[src/shared/encps_pkg.sv]
package encps_pkg;
  localparam int ENCPS_ADDR_W = 6;
  localparam int ENCPS_DEPTH = 40;
  localparam logic [5:0] ENCPS_BYTE_FLAGS = 6'h09;
  localparam logic [5:0] ENCPS_BYTE_UNITS_HI = 6'h0a;
  localparam logic [5:0] ENCPS_BYTE_UNITS_LO = 6'h0d;
  localparam logic [5:0] ENCPS_BYTE_RANGE_HI = 6'h0e;
  localparam logic [5:0] ENCPS_BYTE_RANGE_LO = 6'h11;
  localparam logic [5:0] ENCPS_BYTE_MFR = 6'h1a;
  localparam logic [5:0] ENCPS_BYTE_IMP_HI = 6'h23;
  localparam logic [5:0] ENCPS_BYTE_IMP_LO = 6'h26;
  localparam int ENCPS_F_DIR = 0;
  localparam int ENCPS_F_CLASS2 = 1;
  localparam int ENCPS_F_COMM_DIAG = 2;
  localparam int ENCPS_F_SCALE = 3;
  localparam int ENCPS_F_MFR = 6;
  localparam int ENCPS_M_BASIS_LO = 0;
  localparam int ENCPS_M_BASIS_HI = 1;
  localparam int ENCPS_M_COMMISSION = 2;
  localparam int ENCPS_M_SHORT_DIAG = 3;
  localparam int ENCPS_M_LOW_LIM = 5;
  localparam int ENCPS_M_UP_LIM = 6;
  localparam int ENCPS_M_EXT_BYTES = 7;
  localparam logic [1:0] ENCPS_BASIS_PER_REV = 2'h0;
  localparam logic [1:0] ENCPS_BASIS_PER_RANGE = 2'h1;
  localparam logic [1:0] ENCPS_BASIS_PER_IMP = 2'h2;
  localparam logic [7:0] ENCPS_FLAGS_RST = 8'h00;
  localparam logic [7:0] ENCPS_MFR_RST = 8'h00;
  localparam logic [31:0] ENCPS_WORD_RST = 32'h0000_0000;
  localparam logic [31:0] ENCPS_PHYS_STEPS_DEF = 32'h0000_2000;
  localparam logic [31:0] ENCPS_PHYS_REVS_DEF = 32'h0000_1000;
  typedef enum logic [3:0] {
    ENCPS_IDLE = 4'b0001,
    ENCPS_LOAD = 4'b0010,
    ENCPS_CHECK = 4'b0100,
    ENCPS_RUN = 4'b1000
  } encps_state_t;
endpackage

[src/rtl/encps_scaling.sv]
`timescale 1ns/1ns
`default_nettype none
// How it works
// (RQ1) Byte 9 bit 0 chooses whether clockwise or counter-clockwise rotation counts upward.
// (RQ2) Class 2 behaviour only when byte 9 bit 1 is set, otherwise inactive.
// (RQ3) Byte 9 bit 3 enables the scaling parameters units and total range.
// (RQ4) Byte 26 is used only when byte 9 bit 6 is set.
// (RQ5) Desired units are 32 bits from bytes 10 to 13, byte 10 most significant.
// (RQ6) Units above physical base resolution raise parameter error and block data exchange.
// (RQ7) Total range is 32 bits from bytes 14 to 17, byte 14 most significant.
// (RQ8) Position counts to total range minus one, then wraps to zero, both directions; code wraps at total range only with per-revolution scaling.
// (RQ9) With per-revolution basis the total range sets the counting range.
// (RQ10) Byte 26 fields: basis, commissioning, short diagnostics, limit enables, extra bytes.
// (RQ11) Commissioning diagnostics bit of byte 9 has no effect.
// (RQ12) Total range must be below units times revolutions, else parameter error.
// (RQ13) Basis code: 00 per revolution, bit 0 per total range, bit 1 per impulse.
// (RQ14) Reserved bits of bytes 9, 26 and 39 are ignored and never raise errors.
module encps_scaling #(
  parameter logic [31:0] PHYS_STEPS = encps_pkg::ENCPS_PHYS_STEPS_DEF,
  parameter logic [31:0] PHYS_REVS = encps_pkg::ENCPS_PHYS_REVS_DEF
) (
  input wire logic mclk,
  input wire logic rst_n,
  input wire logic clk_en,
  input wire logic prm_wr,
  input wire logic [5:0] prm_index,
  input wire logic [7:0] prm_data,
  input wire logic prm_commit,
  input wire logic step_pin,
  input wire logic ccw_pin,
  output logic [31:0] position,
  output logic param_error_msg,
  output logic led_error,
  output logic data_exchange,
  output logic class2_active,
  output logic scaling_active,
  output logic [1:0] unit_basis,
  output logic commission_mode,
  output logic short_diag,
  output logic lower_limit_en,
  output logic upper_limit_en,
  output logic ext_bytes_en
);
  import encps_pkg::*;

  logic rst_m_reg, rst_s_reg, rst_int_n;
  logic step_m_reg, step_s_reg, step_d_reg, ccw_m_reg, ccw_s_reg;
  encps_state_t state_reg;
  logic [5:0] rd_addr_reg, rd_idx_reg;
  logic rd_pend_reg;
  logic [7:0] rd_data, flags_reg, mfr_reg;
  logic [31:0] units_reg, range_reg, imp_reg, base_reg, modulus_reg, frac_reg;
  logic [63:0] units_revs;
  logic [32:0] frac_up;
  logic step_ev, cnt_up, bump;
  logic scale_on;
  logic [1:0] basis;

  // Reset asserts at once, releases after two clean edges
  always_ff @(posedge mclk or negedge rst_n) begin
    if (!rst_n) begin
      rst_m_reg <= 1'b0;
      rst_s_reg <= 1'b0;
    end else begin
      rst_m_reg <= 1'b1;
      rst_s_reg <= rst_m_reg;
    end
  end
  assign rst_int_n = rst_s_reg;

  // Shaft pulses arrive from the sensor pins, so resynchronise first
  always_ff @(posedge mclk or negedge rst_int_n) begin
    if (!rst_int_n) begin
      step_m_reg <= 1'b0;
      step_s_reg <= 1'b0;
      step_d_reg <= 1'b0;
      ccw_m_reg <= 1'b0;
      ccw_s_reg <= 1'b0;
    end else if (clk_en) begin
      step_m_reg <= step_pin;
      step_s_reg <= step_m_reg;
      step_d_reg <= step_s_reg;
      ccw_m_reg <= ccw_pin;
      ccw_s_reg <= ccw_m_reg;
    end
  end
  assign step_ev = step_s_reg && !step_d_reg;
  // Bit clear ascends on clockwise (ccw low), bit set ascends on counter-clockwise
  assign cnt_up = (ccw_s_reg == flags_reg[ENCPS_F_DIR]); // see (RQ1)

  encps_prm_mem encps_prm_mem_i (
    .clk(mclk),
    .ce(clk_en),
    .wr_en(prm_wr),
    .wr_addr(prm_index),
    .wr_data(prm_data),
    .rd_addr(rd_addr_reg),
    .rd_data(rd_data)
  );

  // Class 2 gates scaling: class 1 use ignores units and range
  assign scale_on = flags_reg[ENCPS_F_CLASS2] && flags_reg[ENCPS_F_SCALE]; // see (RQ2) (RQ3)
  // Byte 9 bit 2 is never read here: no commissioning diagnostics see (RQ11)
  assign basis = mfr_reg[ENCPS_M_BASIS_HI:ENCPS_M_BASIS_LO]; // see (RQ13)
  // Full-width product: the default revolution count does not fit 12 bits
  assign units_revs = units_reg * PHYS_REVS;

  // Telegram sequencer: walk the stored bytes after the commit strobe
  always_ff @(posedge mclk or negedge rst_int_n) begin
    if (!rst_int_n) begin
      state_reg <= ENCPS_IDLE;
      rd_addr_reg <= ENCPS_BYTE_FLAGS;
      rd_idx_reg <= ENCPS_BYTE_FLAGS;
      rd_pend_reg <= 1'b0;
    end else if (clk_en) begin
      case (state_reg)
        ENCPS_IDLE, ENCPS_RUN: begin
          if (prm_commit) begin
            state_reg <= ENCPS_LOAD;
            rd_addr_reg <= ENCPS_BYTE_FLAGS;
            rd_pend_reg <= 1'b0;
          end
        end
        ENCPS_LOAD: begin
          rd_pend_reg <= 1'b1;
          rd_idx_reg <= rd_addr_reg;
          if (rd_pend_reg && rd_idx_reg == ENCPS_BYTE_IMP_LO) begin
            state_reg <= ENCPS_CHECK;
          end else if (rd_addr_reg != ENCPS_BYTE_IMP_LO) begin
            rd_addr_reg <= rd_addr_reg + 6'h01;
          end
        end
        ENCPS_CHECK: begin
          state_reg <= ENCPS_RUN;
        end
        default: begin
          state_reg <= ENCPS_IDLE;
        end
      endcase
    end
  end

  // Byte capture; multi-byte words shift in most significant byte first
  always_ff @(posedge mclk or negedge rst_int_n) begin
    if (!rst_int_n) begin
      flags_reg <= ENCPS_FLAGS_RST;
      mfr_reg <= ENCPS_MFR_RST;
      units_reg <= ENCPS_WORD_RST;
      range_reg <= ENCPS_WORD_RST;
      imp_reg <= ENCPS_WORD_RST;
    end else if (clk_en && state_reg == ENCPS_LOAD && rd_pend_reg) begin
      if (rd_idx_reg == ENCPS_BYTE_FLAGS) begin
        flags_reg <= rd_data;
      end else if (rd_idx_reg >= ENCPS_BYTE_UNITS_HI && rd_idx_reg <= ENCPS_BYTE_UNITS_LO) begin
        units_reg <= {units_reg[23:0], rd_data}; // see (RQ5)
      end else if (rd_idx_reg >= ENCPS_BYTE_RANGE_HI && rd_idx_reg <= ENCPS_BYTE_RANGE_LO) begin
        range_reg <= {range_reg[23:0], rd_data}; // see (RQ7)
      end else if (rd_idx_reg == ENCPS_BYTE_MFR) begin
        // Inactive byte 26 reads as all-zero settings see (RQ4)
        mfr_reg <= flags_reg[ENCPS_F_MFR] ? rd_data : ENCPS_MFR_RST;
      end else if (rd_idx_reg >= ENCPS_BYTE_IMP_HI && rd_idx_reg <= ENCPS_BYTE_IMP_LO) begin
        imp_reg <= {imp_reg[23:0], rd_data};
      end
    end
  end

  // Resolve scale base and wrap modulus, and check the parameter set
  always_ff @(posedge mclk or negedge rst_int_n) begin
    if (!rst_int_n) begin
      base_reg <= PHYS_STEPS;
      modulus_reg <= ENCPS_WORD_RST;
      param_error_msg <= 1'b0;
      led_error <= 1'b0;
      data_exchange <= 1'b0;
    end else if (clk_en) begin
      if (state_reg == ENCPS_CHECK) begin
        // Reserved bits are never examined, so they cannot fail a check see (RQ14)
        if (!scale_on) begin
          base_reg <= PHYS_STEPS;
          modulus_reg <= 32'(PHYS_STEPS * PHYS_REVS);
          param_error_msg <= 1'b0;
        end else if (basis == ENCPS_BASIS_PER_REV) begin
          base_reg <= PHYS_STEPS;
          modulus_reg <= range_reg; // see (RQ9)
          param_error_msg <= (units_reg > PHYS_STEPS) || (units_reg == 32'h0) ||
                             ({32'h0000_0000, range_reg} >= units_revs) ||
                             (range_reg == 32'h0); // see (RQ6) (RQ12)
        end else if (basis == ENCPS_BASIS_PER_RANGE) begin
          // Ratio is units over all physical steps, so units above the base raise the error
          base_reg <= 32'(PHYS_STEPS * PHYS_REVS);
          modulus_reg <= units_reg;
          param_error_msg <= (units_reg > 32'(PHYS_STEPS * PHYS_REVS)) ||
                             (units_reg == 32'h0); // see (RQ6)
        end else begin
          base_reg <= imp_reg;
          modulus_reg <= 32'(units_reg * PHYS_REVS);
          param_error_msg <= (units_reg > imp_reg) || (units_reg == 32'h0); // see (RQ6)
        end
      end
      led_error <= param_error_msg; // see (RQ6)
      // Held out of data exchange while an error stands see (RQ6) (RQ12)
      data_exchange <= (state_reg == ENCPS_RUN) && !param_error_msg;
    end
  end

  // Fractional accumulator: units per base physical steps, no divider needed
  assign frac_up = {1'b0, frac_reg} + {1'b0, units_reg};
  always_comb begin
    bump = 1'b0;
    if (step_ev) begin
      if (!scale_on) begin
        bump = 1'b1;
      end else if (cnt_up) begin
        bump = frac_up >= {1'b0, base_reg};
      end else begin
        bump = frac_reg < units_reg;
      end
    end
  end

  always_ff @(posedge mclk or negedge rst_int_n) begin
    if (!rst_int_n) begin
      frac_reg <= ENCPS_WORD_RST;
      position <= ENCPS_WORD_RST;
    end else if (clk_en) begin
      if (state_reg != ENCPS_RUN) begin
        frac_reg <= ENCPS_WORD_RST;
        position <= ENCPS_WORD_RST;
      end else if (step_ev) begin
        if (scale_on && cnt_up) begin
          frac_reg <= bump ? 32'(frac_up - {1'b0, base_reg}) : frac_up[31:0];
        end else if (scale_on) begin
          frac_reg <= bump ? frac_reg + base_reg - units_reg : frac_reg - units_reg;
        end
        if (bump && cnt_up) begin
          position <= (position >= modulus_reg - 32'h1) ? 32'h0 : position + 32'h1; // see (RQ8)
        end else if (bump) begin
          position <= (position == 32'h0) ? modulus_reg - 32'h1 : position - 32'h1; // see (RQ8)
        end
      end
    end
  end

  // Decoded option outputs see (RQ10)
  always_ff @(posedge mclk or negedge rst_int_n) begin
    if (!rst_int_n) begin
      class2_active <= 1'b0;
      scaling_active <= 1'b0;
      unit_basis <= ENCPS_BASIS_PER_REV;
      commission_mode <= 1'b0;
      short_diag <= 1'b0;
      lower_limit_en <= 1'b0;
      upper_limit_en <= 1'b0;
      ext_bytes_en <= 1'b0;
    end else if (clk_en) begin
      class2_active <= flags_reg[ENCPS_F_CLASS2]; // see (RQ2)
      scaling_active <= scale_on; // see (RQ3)
      unit_basis <= basis;
      commission_mode <= mfr_reg[ENCPS_M_COMMISSION];
      short_diag <= mfr_reg[ENCPS_M_SHORT_DIAG];
      lower_limit_en <= mfr_reg[ENCPS_M_LOW_LIM];
      upper_limit_en <= mfr_reg[ENCPS_M_UP_LIM];
      ext_bytes_en <= mfr_reg[ENCPS_M_EXT_BYTES];
    end
  end
endmodule
`default_nettype wire

[src/rtl/encps_prm_mem.sv]
`timescale 1ns/1ns
`default_nettype none
module encps_prm_mem #(
  parameter int DEPTH = encps_pkg::ENCPS_DEPTH,
  parameter int AW = encps_pkg::ENCPS_ADDR_W
) (
  input wire logic clk,
  input wire logic ce,
  input wire logic wr_en,
  input wire logic [AW-1:0] wr_addr,
  input wire logic [7:0] wr_data,
  input wire logic [AW-1:0] rd_addr,
  output logic [7:0] rd_data
);
  logic [7:0] mem [DEPTH];

  always_ff @(posedge clk) begin
    if (ce && wr_en && (int'(wr_addr) < DEPTH)) begin
      mem[wr_addr] <= wr_data;
    end
  end

  // Read data registered; out-of-range addresses read as zero
  always_ff @(posedge clk) begin
    if (ce) begin
      if (int'(rd_addr) < DEPTH) begin
        rd_data <= mem[rd_addr];
      end else begin
        rd_data <= 8'h00;
      end
    end
  end
endmodule
`default_nettype wire

[config.mk]
export PLATFORM = sky130hd
export DESIGN_NAME = encps_scaling
export DESIGN_NICKNAME = d
export VERILOG_FILES = /design/src/shared/encps_pkg.sv /design/src/rtl/encps_scaling.sv /design/src/rtl/encps_prm_mem.sv
export SDC_FILE = /design/constraint.sdc
export NUM_CORES = 1
export LEC_CHECK = 0
export ABC_CLOCK_PERIOD_IN_PS = 9400
export BUFFER_PORTS_ARGS = -buffer_cell sky130_fd_sc_hd__buf_2
export CORE_MARGIN = 3
export CORE_UTILIZATION = 60
export CTS_BUF_LIST = sky130_fd_sc_hd__clkbuf_8
export DETAILED_ROUTE_END_ITERATION = 16
export HOLD_SLACK_MARGIN = 0.1
export PLACE_DENSITY = 0.78
export SLEW_MARGIN = 5
export SYNTH_ARGS = -nofsm -noshare
export SYNTH_HDL_FRONTEND = slang
export SYNTH_SLANG_ARGS = --single-unit
[constraint.sdc]
create_clock -name mclk -period 9.4 [get_ports mclk]
set_input_delay 1.88 -clock mclk [delete_from_list [all_inputs] [get_ports mclk]]
set_output_delay 1.88 -clock mclk [all_outputs]
set_load 0.05 [all_outputs]
# Yosys cells after proc, flatten, opt, wreduce, memory -nomap -nowiden
# Memories as Yosys holds them, arrays and structs flattened. A register that Yosys moved wholly into a read port is not among the register bits.
# Cells that the tools add are included.
[word_totals]
regBits = 275
mem_bits_rw = 320
input_bits = 21
wordCells = 153
memories = 1
[classes]
addsub = 9
magnitude_cmp = 15
eq_ne = 15
muxes = 36
bitwise_logic = 4
n_reduce_logical = 42
[memory_table]
columns = ["name", "depth", "word_bits", "read_ports", "rd_ports_with_merged_regs", "wr", "line", "rtl"]
rows = [
  ["encps_prm_mem_i.mem", 40, 8, 1, 1, 1, "encps_prm_mem.sv:15", "logic [7:0] mem [DEPTH];"],
]
[op_table]
columns = ["operator", "count"]
rows = [
  ["$mux W32", 18],
  ["$logic_not A32 Y1", 3],
  ["$sub A32 B32 Y32", 3],
  ["$sub A32 B1 Y32 const B", 2],
  ["$ge A32 B44 Y1", 1],
  ["$add A32 B32 Y33", 1],
  ["$ge A33 B32 Y1", 1],
  ["$add A32 B1 Y32 const B", 1],
  ["$add A32 B32 Y32", 1],
  ["$ge A32 B32 Y1", 1],
  ["$gt A32 B14 Y1 const B", 1],
  ["$gt A32 B26 Y1 const B", 1],
  ["$gt A32 B32 Y1", 1],
  ["$lt A32 B32 Y1", 1],
  ["$mux W6", 3],
  ["$reduce_and A3 Y1", 5],
  ["$logic_and A1 B1 Y1", 13],
  ["$ge A6 B4 Y1 const B", 2],
  ["$lt A6 B6 Y1 const B", 2],
  ["$pmux W4 S3", 1],
  ["$pmux W6 S2", 1],
  ["$reduce_and A5 Y1", 2],
  ["$mux W1", 9],
  ["$mux W4", 2],
  ["other kinds (29)", 45],
]

# Depth between registers and ports, before layout
[logic_depth]
ltp_word = 10
mapped_depth = 27
depth_no_buf = 23

# Cells and area by module
# From an unflattened synthesis, not the netlist that was laid out.
[hier_totals]
cells_unflattened = 3488
hier_area_um2 = 36866.6
[by_module_without_submodules]
columns = ["mod", "instances", "cells_per_inst", "area_per_inst_um2", "seq_area_each_um2"]
rows = [
  ["encps_scaling", 1, 2843, 23900.4, 6789.0],
  ["encps_prm_mem", 1, 645, 12966.2, 9849.4],
]

# Least setup slack after synthesis
# No wires, ideal clock.
[synth_timing]
path_type = "reg-to-reg"
start = "reg units_reg[4]"
end = "reg frac_reg[16]"
setup_ns = 0.126
arrival_ns = 5.693
required_time_ns = 9.274
slack_ns = 3.581
path_stages_with_launch = 26
n_path_buf = 2
synth_period_minus_slack_ns = 5.819
cell_sequence = "dfrtp_1 -> inv_1 -> ha_1 -> inv_1 -> a2111o_1 -> o211ai_1 -> o21ai_0 -> a2111o_1 -> a311o_1 -> a21oi_1 -> nor2_1 -> nor2_1 -> xor2_1 -> ha_1 -> nand3_1 -> nor2_1 -> and4_1 -> and3_1 -> a221oi_1 -> or3_1 -> and3_1 -> clkbuf_1 -> a21oi_1 -> buf_2 -> mux2_2 -> a221o_1"
[synth_via]
elab_chain_cells = 10
word_cells_on_any_way = 15
cone_classes = "add/sub (4); order compare (2); mux (9)"
[synth_rtl]
columns = ["element", "line", "rtl"]
rows = [
  ["start: declaration", "encps_scaling.sv:52", "logic [31:0] units_reg, range_reg, imp_reg, base_reg, modulus_reg, frac_reg;"],
  ["start signal: assignment", "encps_scaling.sv:155", "units_reg <= {units_reg[23:0], rd_data};"],
  ["$add A32 B32 Y33", "encps_scaling.sv:207", "assign frac_up = {1'b0, frac_reg} + {1'b0, units_reg};"],
  ["$ge A33 B32 Y1", "encps_scaling.sv:214", "bump = frac_up >= {1'b0, base_reg};"],
  ["$mux W1", "encps_scaling.sv:213", "end else if (cnt_up) begin"],
  ["$mux W1", "encps_scaling.sv:211", "if (!scale_on) begin"],
  ["$mux W1", "encps_scaling.sv:210", "if (step_ev) begin"],
  ["$mux W32", "encps_scaling.sv:233", "frac_reg <= bump ? frac_reg + base_reg - units_reg : frac_reg - units_reg;"],
  ["$mux W32", "encps_scaling.sv:232", "end else if (scale_on) begin"],
  ["$mux W32 (*)", "encps_scaling.sv:230", "if (scale_on && cnt_up) begin"],
  ["$mux W32 (*)", "encps_scaling.sv:229", "end else if (step_ev) begin"],
  ["$mux W32 (*)", "encps_scaling.sv:226", "if (state_reg != ENCPS_RUN) begin"],
  ["end signal: assignment", "encps_scaling.sv:231", "frac_reg <= bump ? 32'(frac_up - {1'b0, base_reg}) : frac_up[31:0];"],
  ["end signal: assignment", "encps_scaling.sv:233", ""],
  ["end: declaration", "encps_scaling.sv:52", ""],
]
# Every way passes the cells marked *; elsewhere a longest branch is shown, timed or not. The select of a mux whose other input is x is not followed.
# A chain may end at the register's enable or synchronous reset.

# Final worst setup path
[layout_timing]
start = "reg units_reg[19]"
end = "reg position[13]"
[layout_via]
elab_chain_cells = 9
word_cells_on_any_way = 12
cone_classes = "add/sub (1); order compare (2); mux (6); reduce/logical (3)"
[layout_rtl]
columns = ["element", "line", "rtl"]
rows = [
  ["$add A32 B32 Y33", "encps_scaling.sv:207", ""],
  ["$ge A33 B32 Y1", "encps_scaling.sv:214", ""],
  ["$mux W1 (*)", "encps_scaling.sv:213", ""],
  ["$mux W1 (*)", "encps_scaling.sv:211", ""],
  ["$mux W1 (*)", "encps_scaling.sv:210", ""],
  ["$logic_and A1 B1 Y1", "encps_scaling.sv:235", "if (bump && cnt_up) begin"],
  ["$mux W32", "encps_scaling.sv:235", ""],
  ["$mux W32", "encps_scaling.sv:229", ""],
  ["$mux W32", "encps_scaling.sv:226", ""],
  ["end signal: assignment", "encps_scaling.sv:236", "position <= (position >= modulus_reg - 32'h1) ? 32'h0 : position + 32'h1;"],
  ["end signal: assignment", "encps_scaling.sv:238", "position <= (position == 32'h0) ? modulus_reg - 32'h1 : position - 32'h1;"],
  ["end: declaration", "encps_scaling.sv:31", "output logic [31:0] position,"],
]
# Marked as above.

==> flow_metrics.tcl <==
set metrics [dict create \
    status "complete, no violations" \
    routed_wl_um 110000 \
    cts_tree "done" \
    synthArstFlopShare_pct 45.2 \
    drc 0 \
    crit_path_end_kind "register" \
    p_leak_nw 16.3 \
    start_util_pct 61.1 \
    fin_crit_sh_pct 93.3 \
    syn_avg_cell_area_um2 10.8 \
    clock_latency_ns 0.73 \
    cts_setup_buffers 0 \
    routed_via_density 6.70 \
    yosysWarnings 0 \
    synth_area_um2 36400 \
    power.total_w 0.00876 \
    syn_to_final_growth_pct 8.40 \
    die_h_um 252 \
    setup.worst_path.start_class "register" \
    die_w_um 252 \
    antenna_cells 0 \
    portBuffers 64 \
    hold_ws_ns 0.352 \
    clkTransAtPathRegs_ns 0.06 \
    first_iter_violations 3191 \
    hold_buffers 0 \
    h-tree-depth 3 \
    dp_slack_ns 0.785 \
    seq_area_frac_synth_pct 45.8 \
    ant_nets 0 \
    period_minus_slack_ns 8.77 \
    placed_area_um2 37400 \
    rows 89 \
    fillers 4449 \
    max-cap-violations 0 \
    fmax_ghz 0.114 \
    clk_path_buf_depth 3 \
    syn_inst 3365 \
    synth_flop_cell "edfxtp_1" \
    finalSetupViolations 0 \
    coreArea_um2 59500 \
    worst_slack_ns 0.626 \
    overflow 0 \
    layout-drive-gt1-share_pct 13.1 \
    grt_max_degree 167 \
    multi_input_area_um2 18100 \
    cts_buffers 96 \
    hp-class "reg2reg" \
    place_congestion 1.04 \
    grt_pass1_wl_um 170000 \
    hpwl_um 80700 \
    ys_types 87 \
    cp.arrival_ns 9.36 \
    nets 3668 \
    tns_ns 0 \
    dieArea_um2 63600 \
    rsz0062_at_grt "no" \
    ys_ff_latch 599 \
    clkSinkCount 599 \
    avgRoutedWirePerCell_um 26.0 \
    tightest_slew_ns 1.25 \
    antenna_found_initial 1 \
    setup.worst_path.class "reg2reg" \
    worstPathRequired_ns 9.99 \
    largest_register_ffs 320 \
    synth_edf_count 328 \
    synth_nets 3637 \
    grt_use_total_pct 34.9 \
    ir_drop_uv 186 \
    p_per_area_nw_per_um2 222 \
    post_cts_resized 0 \
    drt-pass1-iter-count 6 \
    top_register "encps_prm_mem_i.mem" \
    fin_skew_ns 0.0450 \
    final_area_um2 39400 \
    slew_headroom_pct 16.7 \
    hold_violations 0 \
    root_buffer "clkbuf_8" \
    slew_viol_final 0 \
    grt_pass1_vias 28100 \
    ios 65 \
    regArea_um2 16600 \
    vias 28500 \
    cp_max_fo 22 \
]
==> critical path, stage by stage, from the launching register on <==
cell and delay [ns]:
dfrtp_1 0.74, inv_1 0.26, ha_1 0.50, or3_1 0.47, nor4_1 0.25, o211ai_1 0.27
nor2_1 0.16, a32oi_1 0.13, o41ai_1 0.98, a221o_1 0.37, a21oi_1 0.10, o21bai_1 0.18
xnor2_1 0.11, ha_1 0.36, nand3_1 0.24, nor4_1 0.95, a221o_1 0.31, a21oi_1 0.13
and3_1 0.25, buf_4 0.21, a21oi_2 0.20, nand3_1 0.91, o221ai_1 0.54
==> per-layer routing <==
| layer | GRT usage [%] | vias up | share of wire [%] |
|---|---|---|---|
| li1 | - | 12600 | - |
| met1 | 46.9 | 14000 | 40 |
| met2 | 56.9 | 1545 | 47 |
| met3 | 7.05 | 312 | 8.9 |
| met4 | 12.8 | 2 | 4.1 |
| met5 | 0 | - | 0.012 |
==> worst paths after layout <==
path / from / to / slack, ns / depth (start not counted)
max: units_reg[19] / position[13] / 0.63 / 22
min: rst_m_reg / rst_int_n / 0.35 / 0
max reg2reg: units_reg[19] / position[13] / 0.63 / 22
min reg2reg: rst_m_reg / rst_int_n / 0.35 / 0
max in group asynchronous: rst_int_n / modulus_reg[10] / 7.37 / 2
min in group asynchronous: rst_int_n / frac_reg[17] / 0.44 / 1
==> synth_stat cells (8+ instances only) <==
cell       number  area [µm²]
or3_1          24         150
nor3_1         62         310
a31oi_1        17         106
o221ai_1       23         201
xor2_1         50         438
o21bai_1       20         150
xnor2_1       125        1090
ha_1          217        2720
a22o_1         33         289
o21ai_0       190         951
nand2b_1       26         163
o211ai_1       51         383
buf_2           8        40.0
nand2_1       243         912
a21o_1         49         368
clkbuf_1      139         522
dfrtp_1       265        6630
buf_1          22        82.6
o2111ai_1       8        70.1
a211oi_1       36         270
mux4_2         96        2160
a221o_1        10         100
nand3_1        61         305
inv_1         268        1010
a2111oi_0      13         114
and3_1         21         131
or4_1          17         128
mux2_2         77         867
mux2i_1        65         651
and4_1          8        70.1
edfxtp_1      328        9850
a221oi_1       13         114
and2_1         17         106
o31ai_1        17         128
nand4_1        61         382
or2_2          15        93.8
a211o_1        11        96.3
nor4_1         59         369
nor2b_1        24         150
a21oi_1       194         971
o21a_1         20         150
fa_1           34         681
nor2_1        219         822
==> cells by family after synthesis <==
group,share of synthesized area [%]
mux,10.1
flops,45.8
xor+xnor,4.22
simple gates,11.8
fa+ha+maj,9.34
compound gates,14.1
buf+inv,4.59
other cells,0.0103
==> metrics by stage <==
stage / utilization (%) / instances
2_1_floorplan: - / 3365
3_5_place_dp: 62.9 / 4071
3_3_place_gp: 62.9 / 4071
6_report: 66.3 / 4249
5_1_grt: 66.3 / 4249
4_1_cts: 66.3 / 4249
==> area by class of cell <==
class	instances	area share (%)
timing repair buffer	104	1.61
inverter	269	2.56
sequential	599	42.2
tap	773	2.45
multi-input combinational	2326	46.0
clock buffer	104	3.63
clock inverter	74	1.53
==> cell usage in the layout, fill, tap and decap left out, drive strengths merged, types with 14 or more instances in the layout <==
master     n
o21a      20
a211oi    37
ha       217
a21oi    194
a22o      33
o221ai    23
o21bai    20
nor2     219
or3       25
dfrtp    265
inv      312
or4       19
a31oi     17
xnor2    125
xor2      50
nand3     61
mux2i     65
mux2      77
buf      104
o31ai     17
o21ai    191
and3      21
fa        34
mux4      96
nor2b     24
and2      17
nand4     61
nand2    243
clkbuf   104
edfxtp   328
nand2b    26
o211ai    52
a2111oi   14
clkinv    22
nor4      59
a21o      49
or2       16
nor3      62
==> report_power, final <==
| group | internal, W | switching, W |
|---|---|---|
| clock | 0.00126 | 0.00111 |
| sequential | 0.00291 | 0.000445 |
| combinational | 0.00123 | 0.00179 |
| total | 0.00540 | 0.00335 |
No activity file was read; power rests on OpenSTA's default activity.
